File: src/pcd_cfg.svh
// register offsets, field positions, reset values and widths for the pin change detector
`ifndef PCD_CFG_SVH
`define PCD_CFG_SVH
`define PCD_OFF_RISE_A 8'h00
`define PCD_OFF_FALL_A 8'h04
`define PCD_OFF_RISE_B 8'h08
`define PCD_OFF_FALL_B 8'h0C
`define PCD_OFF_FLAG_A 8'h10
`define PCD_OFF_FLAG_B 8'h14
`define PCD_OFF_CTRL 8'h18
`define PCD_OFF_ISTAT 8'h1C
`define PCD_OFF_IMASK 8'h20
`define PCD_CTRL_MASTER_BIT 0
`define PCD_CTRL_SUMMARY_BIT 1
`define PCD_ISTAT_A_BIT 0
`define PCD_ISTAT_B_BIT 1
`define PCD_ISTAT_W 2
`define PCD_ENABLE_RST 8'h00
`define PCD_ISTAT_RST 2'h0
`define PCD_PORT_W 6
`define PCD_PRIME_W 2
`define PCD_PRIME_DONE 2'h3
`endif

File: src/pcd_pkg.sv
// types shared by the pin change detector
package pcd_pkg;
  typedef enum logic [3:0] {
    PCD_R_RISE_A = 4'h0,
    PCD_R_FALL_A = 4'h1,
    PCD_R_RISE_B = 4'h2,
    PCD_R_FALL_B = 4'h3,
    PCD_R_FLAG_A = 4'h4,
    PCD_R_FLAG_B = 4'h5,
    PCD_R_CTRL = 4'h6,
    PCD_R_ISTAT = 4'h7,
    PCD_R_IMASK = 4'h8,
    PCD_R_NONE = 4'hF
  } pcd_reg_t;
endpackage

File: src/pcd_top.sv
// pin change detector with apb register access, interrupt and wake outputs
//
// Functional notes
// - each pin of either port is an independent change source with its own enables.
// - each pin has a rising-edge detector enabled by its bit in the rise enable register.
// - each pin has a falling-edge detector enabled by its bit in the fall enable register.
// - with both enables set a pin reports edges of either polarity.
// - an enabled edge sets the pin flag, and the change interrupt rises only with the master enable.
// - with the master enable clear, edges still set flags but no interrupt is raised.
// - the read-only summary flag is the OR of every pin flag of both ports.
// - writing zero to a pin flag bit clears it.
// - an edge arriving during a flag write leaves that flag set whatever was written.
// - a detected change wakes the device from sleep when the master enable is set.
// - flags are updated before the wake indication is given.
// - port a rise enables sit in bits 5..0, reset to zero, and bits 7..6 read zero.
//
// The implementer's own choices: the address map and the APB slave port.
`timescale 1ns/100ps
`include "pcd_cfg.svh"
module pcd_top #(
  parameter int PA_W = `PCD_PORT_W,
  parameter int PB_W = `PCD_PORT_W
) (
  input wire logic clk_in,
  input wire logic rst_in,
  input wire logic [PA_W-1:0] pin_a_in,
  input wire logic [PB_W-1:0] pin_b_in,
  input wire logic sleep_in,
  input wire logic psel_in,
  input wire logic penable_in,
  input wire logic pwrite_in,
  input wire logic [7:0] paddr_in,
  input wire logic [31:0] pwdata_in,
  output logic [31:0] prdata_out,
  output logic pready_out,
  output logic pslverr_out,
  output logic change_irq_out,
  output logic change_irq_summary_flag_out,
  output logic wake_out,
  output logic irq_out
);

  // ----------------------------------------------------------------
  // helpers
  // ----------------------------------------------------------------
  function automatic pcd_pkg::pcd_reg_t decode(input logic [7:0] a);
    unique case (a)
      `PCD_OFF_RISE_A: decode = pcd_pkg::PCD_R_RISE_A;
      `PCD_OFF_FALL_A: decode = pcd_pkg::PCD_R_FALL_A;
      `PCD_OFF_RISE_B: decode = pcd_pkg::PCD_R_RISE_B;
      `PCD_OFF_FALL_B: decode = pcd_pkg::PCD_R_FALL_B;
      `PCD_OFF_FLAG_A: decode = pcd_pkg::PCD_R_FLAG_A;
      `PCD_OFF_FLAG_B: decode = pcd_pkg::PCD_R_FLAG_B;
      `PCD_OFF_CTRL: decode = pcd_pkg::PCD_R_CTRL;
      `PCD_OFF_ISTAT: decode = pcd_pkg::PCD_R_ISTAT;
      `PCD_OFF_IMASK: decode = pcd_pkg::PCD_R_IMASK;
      default: decode = pcd_pkg::PCD_R_NONE;
    endcase
  endfunction

  // ----------------------------------------------------------------
  // registers
  // ----------------------------------------------------------------
  logic [PA_W-1:0] sync1_a_reg, sync2_a_reg, prev_a_reg;
  logic [PB_W-1:0] sync1_b_reg, sync2_b_reg, prev_b_reg;
  logic [`PCD_PRIME_W-1:0] prime_reg, prime_next;
  logic [PA_W-1:0] rise_a_reg, rise_a_next, fall_a_reg, fall_a_next;
  logic [PB_W-1:0] rise_b_reg, rise_b_next, fall_b_reg, fall_b_next;
  logic [PA_W-1:0] flag_a_reg, flag_a_next;
  logic [PB_W-1:0] flag_b_reg, flag_b_next;
  logic master_reg, master_next;
  logic summary_reg, summary_next;
  logic [`PCD_ISTAT_W-1:0] istat_reg, istat_next, imask_reg, imask_next;
  logic [31:0] prdata_reg, prdata_next;
  logic [PA_W-1:0] edge_a;
  logic [PB_W-1:0] edge_b;
  logic primed;
  logic setup, access, wr;
  pcd_pkg::pcd_reg_t sel;

  // ----------------------------------------------------------------
  // edge detection
  // ----------------------------------------------------------------
  // prime counter keeps a pin that is already high at reset from
  // looking like a rising edge before prev holds a real sample
  assign primed = (prime_reg == `PCD_PRIME_DONE);
  // rise and fall detectors are independent, both may be on
  assign edge_a = primed ? ((sync2_a_reg & ~prev_a_reg & rise_a_reg)
                  | (~sync2_a_reg & prev_a_reg & fall_a_reg)) : '0;
  assign edge_b = primed ? ((sync2_b_reg & ~prev_b_reg & rise_b_reg)
                  | (~sync2_b_reg & prev_b_reg & fall_b_reg)) : '0;

  always_comb begin
    prime_next = primed ? prime_reg : prime_reg + 1'b1;
  end

  always_ff @(posedge clk_in) begin
    if (rst_in) begin
      sync1_a_reg <= '0;
      sync2_a_reg <= '0;
      prev_a_reg <= '0;
      sync1_b_reg <= '0;
      sync2_b_reg <= '0;
      prev_b_reg <= '0;
      prime_reg <= '0;
    end else begin
      sync1_a_reg <= pin_a_in;
      sync2_a_reg <= sync1_a_reg;
      prev_a_reg <= sync2_a_reg;
      sync1_b_reg <= pin_b_in;
      sync2_b_reg <= sync1_b_reg;
      prev_b_reg <= sync2_b_reg;
      prime_reg <= prime_next;
    end
  end

  // ----------------------------------------------------------------
  // apb slave and register file
  // ----------------------------------------------------------------
  // zero wait states: read data is captured in the setup cycle
  assign setup = psel_in & ~penable_in;
  assign access = psel_in & penable_in;
  assign sel = decode(paddr_in);
  assign wr = access & pwrite_in;
  assign pready_out = 1'b1;
  assign pslverr_out = access & (sel == pcd_pkg::PCD_R_NONE);
  assign prdata_out = prdata_reg;

  always_comb begin
    rise_a_next = rise_a_reg;
    fall_a_next = fall_a_reg;
    rise_b_next = rise_b_reg;
    fall_b_next = fall_b_reg;
    master_next = master_reg;
    imask_next = imask_reg;
    flag_a_next = flag_a_reg;
    flag_b_next = flag_b_reg;
    istat_next = istat_reg;
    if (wr) begin
      unique case (sel)
        pcd_pkg::PCD_R_RISE_A: rise_a_next = pwdata_in[PA_W-1:0];
        pcd_pkg::PCD_R_FALL_A: fall_a_next = pwdata_in[PA_W-1:0];
        pcd_pkg::PCD_R_RISE_B: rise_b_next = pwdata_in[PB_W-1:0];
        pcd_pkg::PCD_R_FALL_B: fall_b_next = pwdata_in[PB_W-1:0];
        // a write can only clear: software cannot fake a change
        pcd_pkg::PCD_R_FLAG_A: flag_a_next = flag_a_reg & pwdata_in[PA_W-1:0];
        pcd_pkg::PCD_R_FLAG_B: flag_b_next = flag_b_reg & pwdata_in[PB_W-1:0];
        pcd_pkg::PCD_R_CTRL: master_next = pwdata_in[`PCD_CTRL_MASTER_BIT];
        pcd_pkg::PCD_R_ISTAT: istat_next = istat_reg & ~pwdata_in[`PCD_ISTAT_W-1:0];
        pcd_pkg::PCD_R_IMASK: imask_next = pwdata_in[`PCD_ISTAT_W-1:0];
        default: ;
      endcase
    end
    // edges are merged after the write so a new edge always survives
    flag_a_next = flag_a_next | edge_a;
    flag_b_next = flag_b_next | edge_b;
    // event status only records edges seen while the master switch is on
    if (master_reg && (edge_a != '0)) begin
      istat_next[`PCD_ISTAT_A_BIT] = 1'b1;
    end
    if (master_reg && (edge_b != '0)) begin
      istat_next[`PCD_ISTAT_B_BIT] = 1'b1;
    end
    summary_next = (|flag_a_next) | (|flag_b_next);
  end

  always_comb begin
    prdata_next = prdata_reg;
    if (setup) begin
      prdata_next = 32'h0000_0000;
      unique case (sel)
        pcd_pkg::PCD_R_RISE_A: prdata_next[PA_W-1:0] = rise_a_reg;
        pcd_pkg::PCD_R_FALL_A: prdata_next[PA_W-1:0] = fall_a_reg;
        pcd_pkg::PCD_R_RISE_B: prdata_next[PB_W-1:0] = rise_b_reg;
        pcd_pkg::PCD_R_FALL_B: prdata_next[PB_W-1:0] = fall_b_reg;
        pcd_pkg::PCD_R_FLAG_A: prdata_next[PA_W-1:0] = flag_a_reg;
        pcd_pkg::PCD_R_FLAG_B: prdata_next[PB_W-1:0] = flag_b_reg;
        pcd_pkg::PCD_R_CTRL: begin
          prdata_next[`PCD_CTRL_MASTER_BIT] = master_reg;
          prdata_next[`PCD_CTRL_SUMMARY_BIT] = summary_reg;
        end
        pcd_pkg::PCD_R_ISTAT: prdata_next[`PCD_ISTAT_W-1:0] = istat_reg;
        pcd_pkg::PCD_R_IMASK: prdata_next[`PCD_ISTAT_W-1:0] = imask_reg;
        default: ;
      endcase
    end
  end

  always_ff @(posedge clk_in) begin
    if (rst_in) begin
      rise_a_reg <= '0;
      fall_a_reg <= '0;
      rise_b_reg <= '0;
      fall_b_reg <= '0;
      flag_a_reg <= '0;
      flag_b_reg <= '0;
      master_reg <= 1'b0;
      summary_reg <= 1'b0;
      istat_reg <= `PCD_ISTAT_RST;
      imask_reg <= `PCD_ISTAT_RST;
      prdata_reg <= 32'h0000_0000;
    end else begin
      rise_a_reg <= rise_a_next;
      fall_a_reg <= fall_a_next;
      rise_b_reg <= rise_b_next;
      fall_b_reg <= fall_b_next;
      flag_a_reg <= flag_a_next;
      flag_b_reg <= flag_b_next;
      master_reg <= master_next;
      summary_reg <= summary_next;
      istat_reg <= istat_next;
      imask_reg <= imask_next;
      prdata_reg <= prdata_next;
    end
  end

  // ----------------------------------------------------------------
  // interrupt and wake
  // ----------------------------------------------------------------
  // wake is built from the flag summary, so flags are already valid
  // when wake rises
  assign change_irq_summary_flag_out = summary_reg;
  assign change_irq_out = master_reg & summary_reg;
  assign wake_out = sleep_in & master_reg & summary_reg;
  assign irq_out = |(istat_reg & imask_reg);

  // ----------------------------------------------------------------
  // assertions
  // ----------------------------------------------------------------
  property p_edge_sets_flag;
    @(posedge clk_in) disable iff (rst_in)
    (edge_a != '0) |=> ((flag_a_reg & $past(edge_a)) == $past(edge_a));
  endproperty
  a_edge_sets_flag: assert property (p_edge_sets_flag) else $error("edge did not set flag");

  property p_no_spurious_flag;
    @(posedge clk_in) disable iff (rst_in)
    ##1 ((flag_b_reg & ~$past(flag_b_reg) & ~$past(edge_b)) == '0);
  endproperty
  a_no_spurious_flag: assert property (p_no_spurious_flag) else $error("flag set without edge");

  property p_summary;
    @(posedge clk_in) disable iff (rst_in)
    summary_reg == ((|flag_a_reg) | (|flag_b_reg));
  endproperty
  a_summary: assert property (p_summary) else $error("summary not OR of flags");

  property p_clear;
    @(posedge clk_in) disable iff (rst_in)
    (wr && sel == pcd_pkg::PCD_R_FLAG_A && edge_a == '0)
      |=> (flag_a_reg == ($past(flag_a_reg) & $past(pwdata_in[PA_W-1:0])));
  endproperty
  a_clear: assert property (p_clear) else $error("flag write did not clear");

  property p_edge_wins;
    @(posedge clk_in) disable iff (rst_in)
    (wr && sel == pcd_pkg::PCD_R_FLAG_B && edge_b != '0)
      |=> ((flag_b_reg & $past(edge_b)) == $past(edge_b));
  endproperty
  a_edge_wins: assert property (p_edge_wins) else $error("edge lost during clear");

  property p_irq_gate;
    @(posedge clk_in) disable iff (rst_in)
    change_irq_out |-> (master_reg && summary_reg);
  endproperty
  a_irq_gate: assert property (p_irq_gate) else $error("irq without master enable");

  property p_irq_follows;
    @(posedge clk_in) disable iff (rst_in)
    (master_reg && edge_a != '0 && !(wr && sel == pcd_pkg::PCD_R_CTRL)) |=> change_irq_out;
  endproperty
  a_irq_follows: assert property (p_irq_follows) else $error("irq missing after edge");

  property p_wake;
    @(posedge clk_in) disable iff (rst_in)
    (sleep_in && master_reg && (edge_a != '0 || edge_b != '0)) ##1 (sleep_in && master_reg) |-> wake_out && summary_reg;
  endproperty
  a_wake: assert property (p_wake) else $error("no wake after change");

  property p_rise_a_read;
    @(posedge clk_in) disable iff (rst_in)
    (setup && sel == pcd_pkg::PCD_R_RISE_A) |=> (prdata_out == 32'($past(rise_a_reg)));
  endproperty
  a_rise_a_read: assert property (p_rise_a_read) else $error("rise enable readback wrong");

  property p_sync_depth;
    @(posedge clk_in) disable iff (rst_in)
    (edge_a != '0) |-> ($past(pin_a_in, 2) != $past(pin_a_in, 3));
  endproperty
  a_sync_depth: assert property (p_sync_depth) else $error("edge not from synchronised pin");

endmodule

File: config.mk
export PLATFORM = sky130hd
export DESIGN_NAME = pcd_top
export DESIGN_NICKNAME = d
export VERILOG_FILES = /design/src/pcd_pkg.sv /design/src/pcd_top.sv
export VERILOG_INCLUDE_DIRS = /design/src
export SDC_FILE = /design/constraint.sdc
export NUM_CORES = 1
export LEC_CHECK = 0
export BUFFER_PORTS_ARGS = -buffer_cell sky130_fd_sc_hd__clkbuf_2
export CORE_ASPECT_RATIO = 1.5
export CORE_UTILIZATION = 57
export CTS_BUF_LIST = sky130_fd_sc_hd__clkbuf_16
export CTS_CLUSTER_SIZE = 40
export DETAILED_ROUTE_END_ITERATION = 8
export PLACE_DENSITY = 0.85
export SKIP_CTS_REPAIR_TIMING = 1
export SYNTH_ARGS = -nofsm -noshare
export SYNTH_HDL_FRONTEND = slang
export SYNTH_SLANG_ARGS = --single-unit
File: constraint.sdc
create_clock -name clk_in -period 5.3 [get_ports clk_in]
set_input_delay 1.06 -clock clk_in [delete_from_list [all_inputs] [get_ports clk_in]]
set_output_delay 1.06 -clock clk_in [all_outputs]
set_load 0.02 [all_outputs]
After elaboration in Yosys (flattened, before gate mapping)
Cells that the tools add are included.
Widths: inputs -> output; s select.
{"block": "totals", "word_cells": 102, "register_bits": 86, "out_inout_bits": 38}
{"block": "classes", "reduce_logical": 21, "n_eq_ne": 18, "n_bitwise": 30, "mux": 13, "add_sub_neg": 1}
{"operator": "$and 6x6->6", "n": 10}
{"operator": "$mux 6", "n": 6}
{"operator": "$pmux 4 s9", "n": 1}
{"operator": "$eq 8x5->1 const B", "n": 4}
{"operator": "$not 6->6", "n": 4}
{"operator": "$or 6x6->6", "n": 4}
{"operator": "$pmux 4 s6", "n": 1}
{"operator": "$pmux 2 s9", "n": 1}
{"operator": "$eq 4x3->1 const B", "n": 4}
{"operator": "$eq 8x4->1 const B", "n": 2}
{"operator": "$reduce_and 2->1", "n": 8}
{"operator": "$reduce_bool 6->1", "n": 2}
{"operator": "$reduce_or 6->1", "n": 2}
{"operator": "$eq 4x2->1 const B", "n": 2}
{"operator": "$eq 4x4->1 const B", "n": 2}
{"operator": "$eq 8x3->1 const B", "n": 1}
{"operator": "$eq 8x6->1 const B", "n": 1}
{"operator": "$logic_not 8->1", "n": 1}
{"operator": "$reduce_bool 2->1", "n": 4}
{"operator": "$and 1x1->1", "n": 7}
{"operator": "$and 2x2->2", "n": 2}
{"operator": "$eq 4x1->1 const B", "n": 1}
{"operator": "$logic_not 4->1", "n": 1}
{"operator": "$mux 2", "n": 2}
{"operator": "8 further kinds", "n": 10}

Depth between registers and ports, before layout
Gate-level depths: netlist of run 1.
{"block": "logic_depth", "depth_word": 9, "mapped_depth": 7, "depth_no_buf": 5}

Worst setup path before layout of run 1
Ideal clock, no wire load.
{"block": "synth_path", "path_type": "input to output", "startpoint": "input paddr_in[7]", "endpoint": "output pslverr_out", "path_buffers": 1, "path_slack_ns": 2.237, "stages": 4, "arrival_time_ns": 2.003, "required_ns": 4.240, "path_cell_list": "or4_1 buf_2 a21oi_1 nor2_1"}
{"block": "synth_between", "elab_chain_cells": 4, "word_cells_on_any_way": 12}
{"element": "start: declaration", "line": "pcd_top.sv:32", "rtl": "input wire logic [7:0] paddr_in,"}
{"element": "$eq 8x6->1 (tied with other cells)", "line": "pcd_top.sv:47", "rtl": "unique case (a)"}
{"element": "$pmux 4 s9 (*)", "line": "pcd_top.sv:47"}
{"element": "$eq 4x4->1 (*)", "line": "pcd_top.sv:126", "rtl": "assign pslverr_out = access & (sel == pcd_pkg::PCD_R_NONE);"}
{"element": "$and 1x1->1 (*)", "line": "pcd_top.sv:126"}
{"element": "end: declaration", "line": "pcd_top.sv:36", "rtl": "output logic pslverr_out,"}
Every way passes the cells marked *; elsewhere a longest branch is shown, timed or not.

Worst setup path after layout of run 1
Same ends and word-level chain as after synthesis.

==> results of run 1 <==
==> path summary, 6_finish.rpt <==
kind	from	end	slack (ns)	cells past startpoint
max	paddr_in[7]	pslverr_out	1.87	5
min	sync1_b_reg[1]	sync2_b_reg[1]	0.42	1
max reg2reg	prime_reg[0]	change_irq_summary_flag_out	3.34	5
min reg2reg	sync1_b_reg[1]	sync2_b_reg[1]	0.42	1
==> cells by family (layout without fill, tap and decap cells) <==
logic type	count (synthesis)	after routing	synth area share, %
and+or+nand+nor	172	172	25.8
xor gates and xnor gates	1	1	0.227
adders and majority gates	1	1	0.323
buffers and inverters	54	62	7.93
AOI/OAI and AO/OA	73	73	12.9
DFF	86	86	44.5
other	2	27	0.194
muxes	30	30	8.12
==> routing by layer <==
layer	global-route usage, %	up-vias
li1	-	1494
met1	27.5	1428
met2	44.9	129
met3	6.74	36
met4	18.1	0
met5	0	-
==> power by group <==
| group | switching [mW] | leakage (nW) | internal [mW] | total (mW) |
|---|---|---|---|---|
| registers | 0.00726 | 0.700 | 0.663 | 0.671 |
| clock network | 0.236 | 0.147 | 0.358 | 0.594 |
| logic | 0.0690 | 1.06 | 0.0298 | 0.0988 |
==> stage by stage <==
step,total power [mW],instances
after floorplan,0.766,444
after global placement,0.780,512
after detailed placement,0.783,512
after CTS,1.37,528
after global routing,1.42,528
final,1.36,528
==> layout make-up <==
class	instances	area, um^2	area share (%)
Clock inverter	7	60.1	1.41
Sequential cell	86	1720	40.3
Clock buffer	9	225	5.28
Inverter	2	7.51	0.176
Multi-Input combinational cell	304	1930	45.3
Tap cell	76	95.1	2.23
Timing Repair Buffer	44	225	5.28
==> cells in the final DEF (no fill, tap or decap), drive strengths merged, types with 6 or more instances in the layout <==
| cell type | count |
|---|---|
| nand2 | 26 |
| mux2i | 28 |
| a211oi | 6 |
| clkbuf | 51 |
| nor2 | 41 |
| dfxtp | 86 |
| o21ai | 16 |
| and3b | 25 |
| inv | 6 |
| nor2b | 38 |
| conb | 27 |
| o41ai | 12 |
| and2 | 9 |
| nand4 | 6 |
| a21oi | 21 |
==> flow_metrics.env, run 1 <==
export IMPL_critPathBufInv=2
export IMPL_yosysUniqueCellTypes=45
export IMPL_die_area_um2=7130
export IMPL_nNetsFinal=506
export IMPL_cts_buffer_depth=2
export IMPL_start_util_pct=59.2
export IMPL_finClkSkew_ns=0.00606
export IMPL_slowest_stage="or4_1"
export IMPL_whs_ns=0.424
export IMPL_ys_flop_type="dfxtp_1"
export IMPL_fmax_mhz=292
export IMPL_final_area_um2=4270
export IMPL_p_per_area_nw_per_um2=319
export IMPL_yosys_top_cells_area="dfxtp_1 45%, mux2i_1 7.2%, nor2b_1 6.1%"
export IMPL_synth_warnings=0
export IMPL_ant_nets=0
export IMPL_root_buffer="clkbuf_16"
export IMPL_worst_path_most_repeated_cell="clkbuf_2"
export IMPL_worst_pin_slew_ns=1.04
export IMPL_cts_buffers=9
export IMPL_gp_congestion=0.863
export IMPL_drtIter0Drc=197
export IMPL_grt_setup_unrepaired="no"
export IMPL_core_rowCount=36
export IMPL_path_cells="clkbuf_2 > or4_1 > a21oi_1 > nor2_1 > clkbuf_2"
export IMPL_post_route_period_util_pct=64.6
export IMPL_htreeDepth=3
export IMPL_port_buffers=42
export IMPL_cts_tree="done"
export IMPL_met3_length_um=490
export IMPL_fin_crit_ns=3.43
export IMPL_area_delta_synth_final_pct=10.4
export IMPL_synthArstFlopShare_pct=0
export IMPL_synth_cells=419
export IMPL_antenna_cells=0
export IMPL_grt_pass1_wl_mm=14.0
export IMPL_crit_family="simple AND/OR/NAND/NOR gates"
export IMPL_drive_gt1_share_pct=13.5
export IMPL_grt_overflow=0
export IMPL_cp_start_kind="input port"
export IMPL_synth_top_area_share_pct=44.5
export IMPL_drt_pass1_iter_count=5
export IMPL_clk_latency_ns=0.33
export IMPL_wl_per_cell_um=16.6
export IMPL_cp_max_fo=7
export IMPL_ys_top_cells_by_count="86 x dfxtp_1, 41 x nor2_1, 38 x nor2b_1, 28 x mux2i_1, 27 x buf_4"
export IMPL_drc=0
export IMPL_antenna_found_initial=0
export IMPL_synth_avg_cell_area_um2=9.23
export IMPL_routed_wl_mm=8.79
export IMPL_vdd_drop_max_uv=283
export IMPL_wl_met2_mm=4.39
export IMPL_top_layer_used="met4"
export IMPL_grt_max_degree=54
export IMPL_final_setup_viol_count=0
export IMPL_ys_ff_latch=86
export IMPL_core_area_um2=6530
export IMPL_synth_edf_count=0
export IMPL_fin_setup_tns_ns=0
export IMPL_worstPathArrival_ns=2.37
export IMPL_synthesis_area_um2=3870
export IMPL_hp_class="flop to flop"
export IMPL_gr_usage_all_layers_pct=25.8
export IMPL_io_pins=96
export IMPL_power_leakage_nw=1.91
export IMPL_hold_viol_final=0
export IMPL_setup_slack_ns=1.87
export IMPL_status="completed"
export IMPL_ys_seq_area_share_pct=44.5
export IMPL_place_area_um2=3980
export IMPL_cts_sinks=86
export IMPL_clkSlewWorstSetupHoldPaths_ns=0.06
export IMPL_vias=3087
export IMPL_grt_pass1_vias=2997
export IMPL_critPathCaptureType="output pin"
export IMPL_maxCapViolations=0
export IMPL_dp_hpwl_mm=6.24
export IMPL_post_place_ws_ns=1.81
export IMPL_die_y_um=103
export IMPL_final_util_pct=65.3
export IMPL_crit_required_ns=4.24
export IMPL_num_fill_cells=556
export IMPL_slowest_delay_ns=0.70
export IMPL_routed_via_density=5.85
export IMPL_wl_met1_mm=3.45
export IMPL_yosysMostFrequentCell="dfxtp_1"
export IMPL_final_max_slew_viol_count=0
export IMPL_critPathKind="input port to output pin"
export IMPL_die_x_um=69.3
export IMPL_synth_top_area_cell="dfxtp_1"
export IMPL_max_slew_margin_pct=30.0
Power figures use the tool's default switching activity.
==> run 2, diff against run 1 <==
--- a/config.mk
+++ b/config.mk
@@ -6,13 +6,14 @@
 export SDC_FILE = /design/constraint.sdc
 export NUM_CORES = 1
 export LEC_CHECK = 0
+export ABC_AREA = 1
 export BUFFER_PORTS_ARGS = -buffer_cell sky130_fd_sc_hd__clkbuf_2
 export CORE_ASPECT_RATIO = 1.5
-export CORE_UTILIZATION = 57
+export CORE_UTILIZATION = 53
 export CTS_BUF_LIST = sky130_fd_sc_hd__clkbuf_16
 export CTS_CLUSTER_SIZE = 40
 export DETAILED_ROUTE_END_ITERATION = 8
-export PLACE_DENSITY = 0.85
+export PLACE_DENSITY = 0.79
 export SKIP_CTS_REPAIR_TIMING = 1
 export SYNTH_ARGS = -nofsm -noshare
 export SYNTH_HDL_FRONTEND = slang
==> constraint.sdc (replaced) <==
create_clock -name clk_in -period 3.5 [get_ports clk_in]
set_input_delay 0.7 -clock clk_in [delete_from_list [all_inputs] [get_ports clk_in]]
set_output_delay 0.7 -clock clk_in [all_outputs]
set_load 0.02 [all_outputs]
==> flow_metrics.env, run 2 <==
export IMPL_cp_start_kind="input port"
export IMPL_final_util_pct=60.5
export IMPL_synth_top_area_cell="dfxtp_1"
export IMPL_finClkSkew_ns=0.00712
export IMPL_worst_pin_slew_ns=0.807
export IMPL_max_slew_margin_pct=46.0
export IMPL_switchingPower_mw=0.502
export IMPL_ys_seq_area_share_pct=44.0
export IMPL_yosys_top_cells_area="dfxtp_1 44%, inv_1 8.6%, nor2_1 8.2%"
export IMPL_gp_congestion=0.881
export IMPL_clock_power_share_pct=43.1
export IMPL_ys_top_cells_by_count="90 x inv_1, 86 x dfxtp_1, 85 x nor2_1, 66 x nand2_1, 47 x a21oi_1"
export IMPL_dp_hpwl_mm=6.34
export IMPL_ys_ff_latch=86
export IMPL_ys_flop_type="dfxtp_1"
export IMPL_critPathCaptureType="output pin"
export IMPL_p_total_mw=2.10
export IMPL_maxCapViolations=0
export IMPL_final_setup_viol_count=0
export IMPL_yosysMostFrequentCell="inv_1"
export IMPL_core_rowCount=38
export IMPL_synth_warnings=0
export IMPL_register_area_um2=1720
export IMPL_final_cell_mix="91 x inv_1, 86 x dfxtp_1, 85 x nor2_1"
export IMPL_fmax_mhz=419
export IMPL_synth_cells=541
export IMPL_hp_class="flop to flop"
export IMPL_yosysUniqueCellTypes=35
export IMPL_critPathKind="input port to output pin"
export IMPL_drtIter0Drc=273
export IMPL_routed_via_density=4.97
export IMPL_setup_slack_ns=1.11
export IMPL_wl_per_cell_um=13.0
export IMPL_num_fill_cells=653
export IMPL_gr_usage_all_layers_pct=25.0
export IMPL_start_util_pct=54.5
export IMPL_drc=0
export IMPL_fin_crit_ns=2.39
export IMPL_hold_viol_final=0
export IMPL_synth_edf_count=0
export IMPL_drt_pass1_iter_count=4
export IMPL_final_common_cell="inv_1"
export IMPL_post_place_ws_ns=1.14
export IMPL_worstPathArrival_ns=1.69
export IMPL_die_x_um=72.1
export IMPL_clk_latency_ns=0.34
export IMPL_synthArstFlopShare_pct=0
export IMPL_cts_tree="done"
export IMPL_antenna_found_initial=0
export IMPL_cp_max_fo=5
export IMPL_die_y_um=107
export IMPL_cts_sinks=86
export IMPL_cts_buffer_depth=2
export IMPL_final_max_slew_viol_count=0
export IMPL_multi_input_comb_area_um2=1650
export IMPL_routed_wl_mm=8.87
export IMPL_vias=3391
export IMPL_p_per_area_nw_per_um2=482
export IMPL_ant_nets=0
export IMPL_internal_power_mw=1.60
export IMPL_synthesis_area_um2=3910
export IMPL_grt_overflow=0
export IMPL_grt_pass1_vias=3161
export IMPL_io_pins=96
export IMPL_core_area_um2=7180
export IMPL_synth_avg_cell_area_um2=7.23
export IMPL_die_area_um2=7730
export IMPL_crit_required_ns=2.80
export IMPL_power_leakage_nw=1.91
export IMPL_cts_buffers=9
export IMPL_grt_pass1_wl_mm=14.4
export IMPL_post_route_period_util_pct=68.2
export IMPL_grt_max_degree=69
export IMPL_root_buffer="clkbuf_16"
export IMPL_htreeDepth=3
export IMPL_fin_setup_tns_ns=0
export IMPL_synth_top_area_share_pct=44.0
export IMPL_p_comb_share_pct=8.2
export IMPL_grt_setup_unrepaired="no"
export IMPL_pwr_share_seq_pct=48.7
export IMPL_port_buffers=42
export IMPL_antenna_cells=0
export IMPL_area_delta_synth_final_pct=11.1
export IMPL_vdd_drop_max_uv=327
export IMPL_status="completed"
export IMPL_clkSlewWorstSetupHoldPaths_ns=0.05
export IMPL_netSwitchingFraction_pct=23.9
export IMPL_nNetsFinal=637
export IMPL_drive_gt1_share_pct=13.7
==> run 2: cell type report <==
class / count / share of cell area, %
sequential: 86 / 39.6
clock inverter: 6 / 1.27
timing repair buffer: 43 / 5.01
clock buffer: 9 / 5.18
multi-input combinational: 343 / 37.9
tap: 100 / 2.88
inverter: 95 / 8.20
==> run 2: per-stage QoR <==
step	std cells	instance area (um^2)	hold WS [ns]
2_1_floorplan	566	4010	0.388
5_1_grt	682	4350	0.414
6_report	682	4350	0.399
3_5_place_dp	667	4070	0.393
4_1_cts	682	4350	0.400
3_3_place_gp	667	4070	0.389
==> run 2: kinds of logic (layout without fill, tap and decap cells) <==
kind of cell / count (synthesis) / after routing / share of synthesized area, %
other cells: 2 / 27 / 0.192
xor+xnor: 1 / 1 / 0.224
compound gates: 108 / 108 / 15.9
simple gates: 206 / 206 / 23.1
buf+inv: 137 / 153 / 16.3
flops: 86 / 86 / 44.0
fa+ha+maj: 1 / 1 / 0.320
==> run 2: final timing paths <==
kind,from,endpoint,slack (ns),depth (start not counted)
worst max register to register,prime_reg[0],istat_reg[0],1.56,7
worst max-delay path,paddr_in[2],pslverr_out,1.11,8
worst min-delay path,sync1_b_reg[4],sync2_b_reg[4],0.40,2
worst min register to register,sync1_b_reg[4],sync2_b_reg[4],0.40,2
==> run 2: critical path, cell delays in order <==
cell	delay, ns
clkbuf_2	0.14
nor2_1	0.12
nand2_2	0.13
inv_2	0.14
nand3_1	0.16
nand2_1	0.11
nor2_1	0.04
clkbuf_2	0.14
==> run 2: metal layers <==
| metal | GRT usage, % | up-vias | routed length (um) |
|---|---|---|---|
| met5 | 0 | - | 0 |
| met4 | 19.0 | 0 | 495 |
| met3 | 5.64 | 33 | 465 |
| met2 | 40.3 | 135 | 4340 |
| met1 | 28.0 | 1495 | 3580 |
| li1 | - | 1728 | - |
==> run 2: power groups by stage <==
stage	logic, mW	clock network, mW	registers, mW
global route	0.191	0.960	1.02
global placement	0.165	0	1.04
finish	0.171	0.904	1.02
detailed placement	0.169	0	1.04
CTS	0.170	0.915	1.02
floorplan	0.137	0	1.05
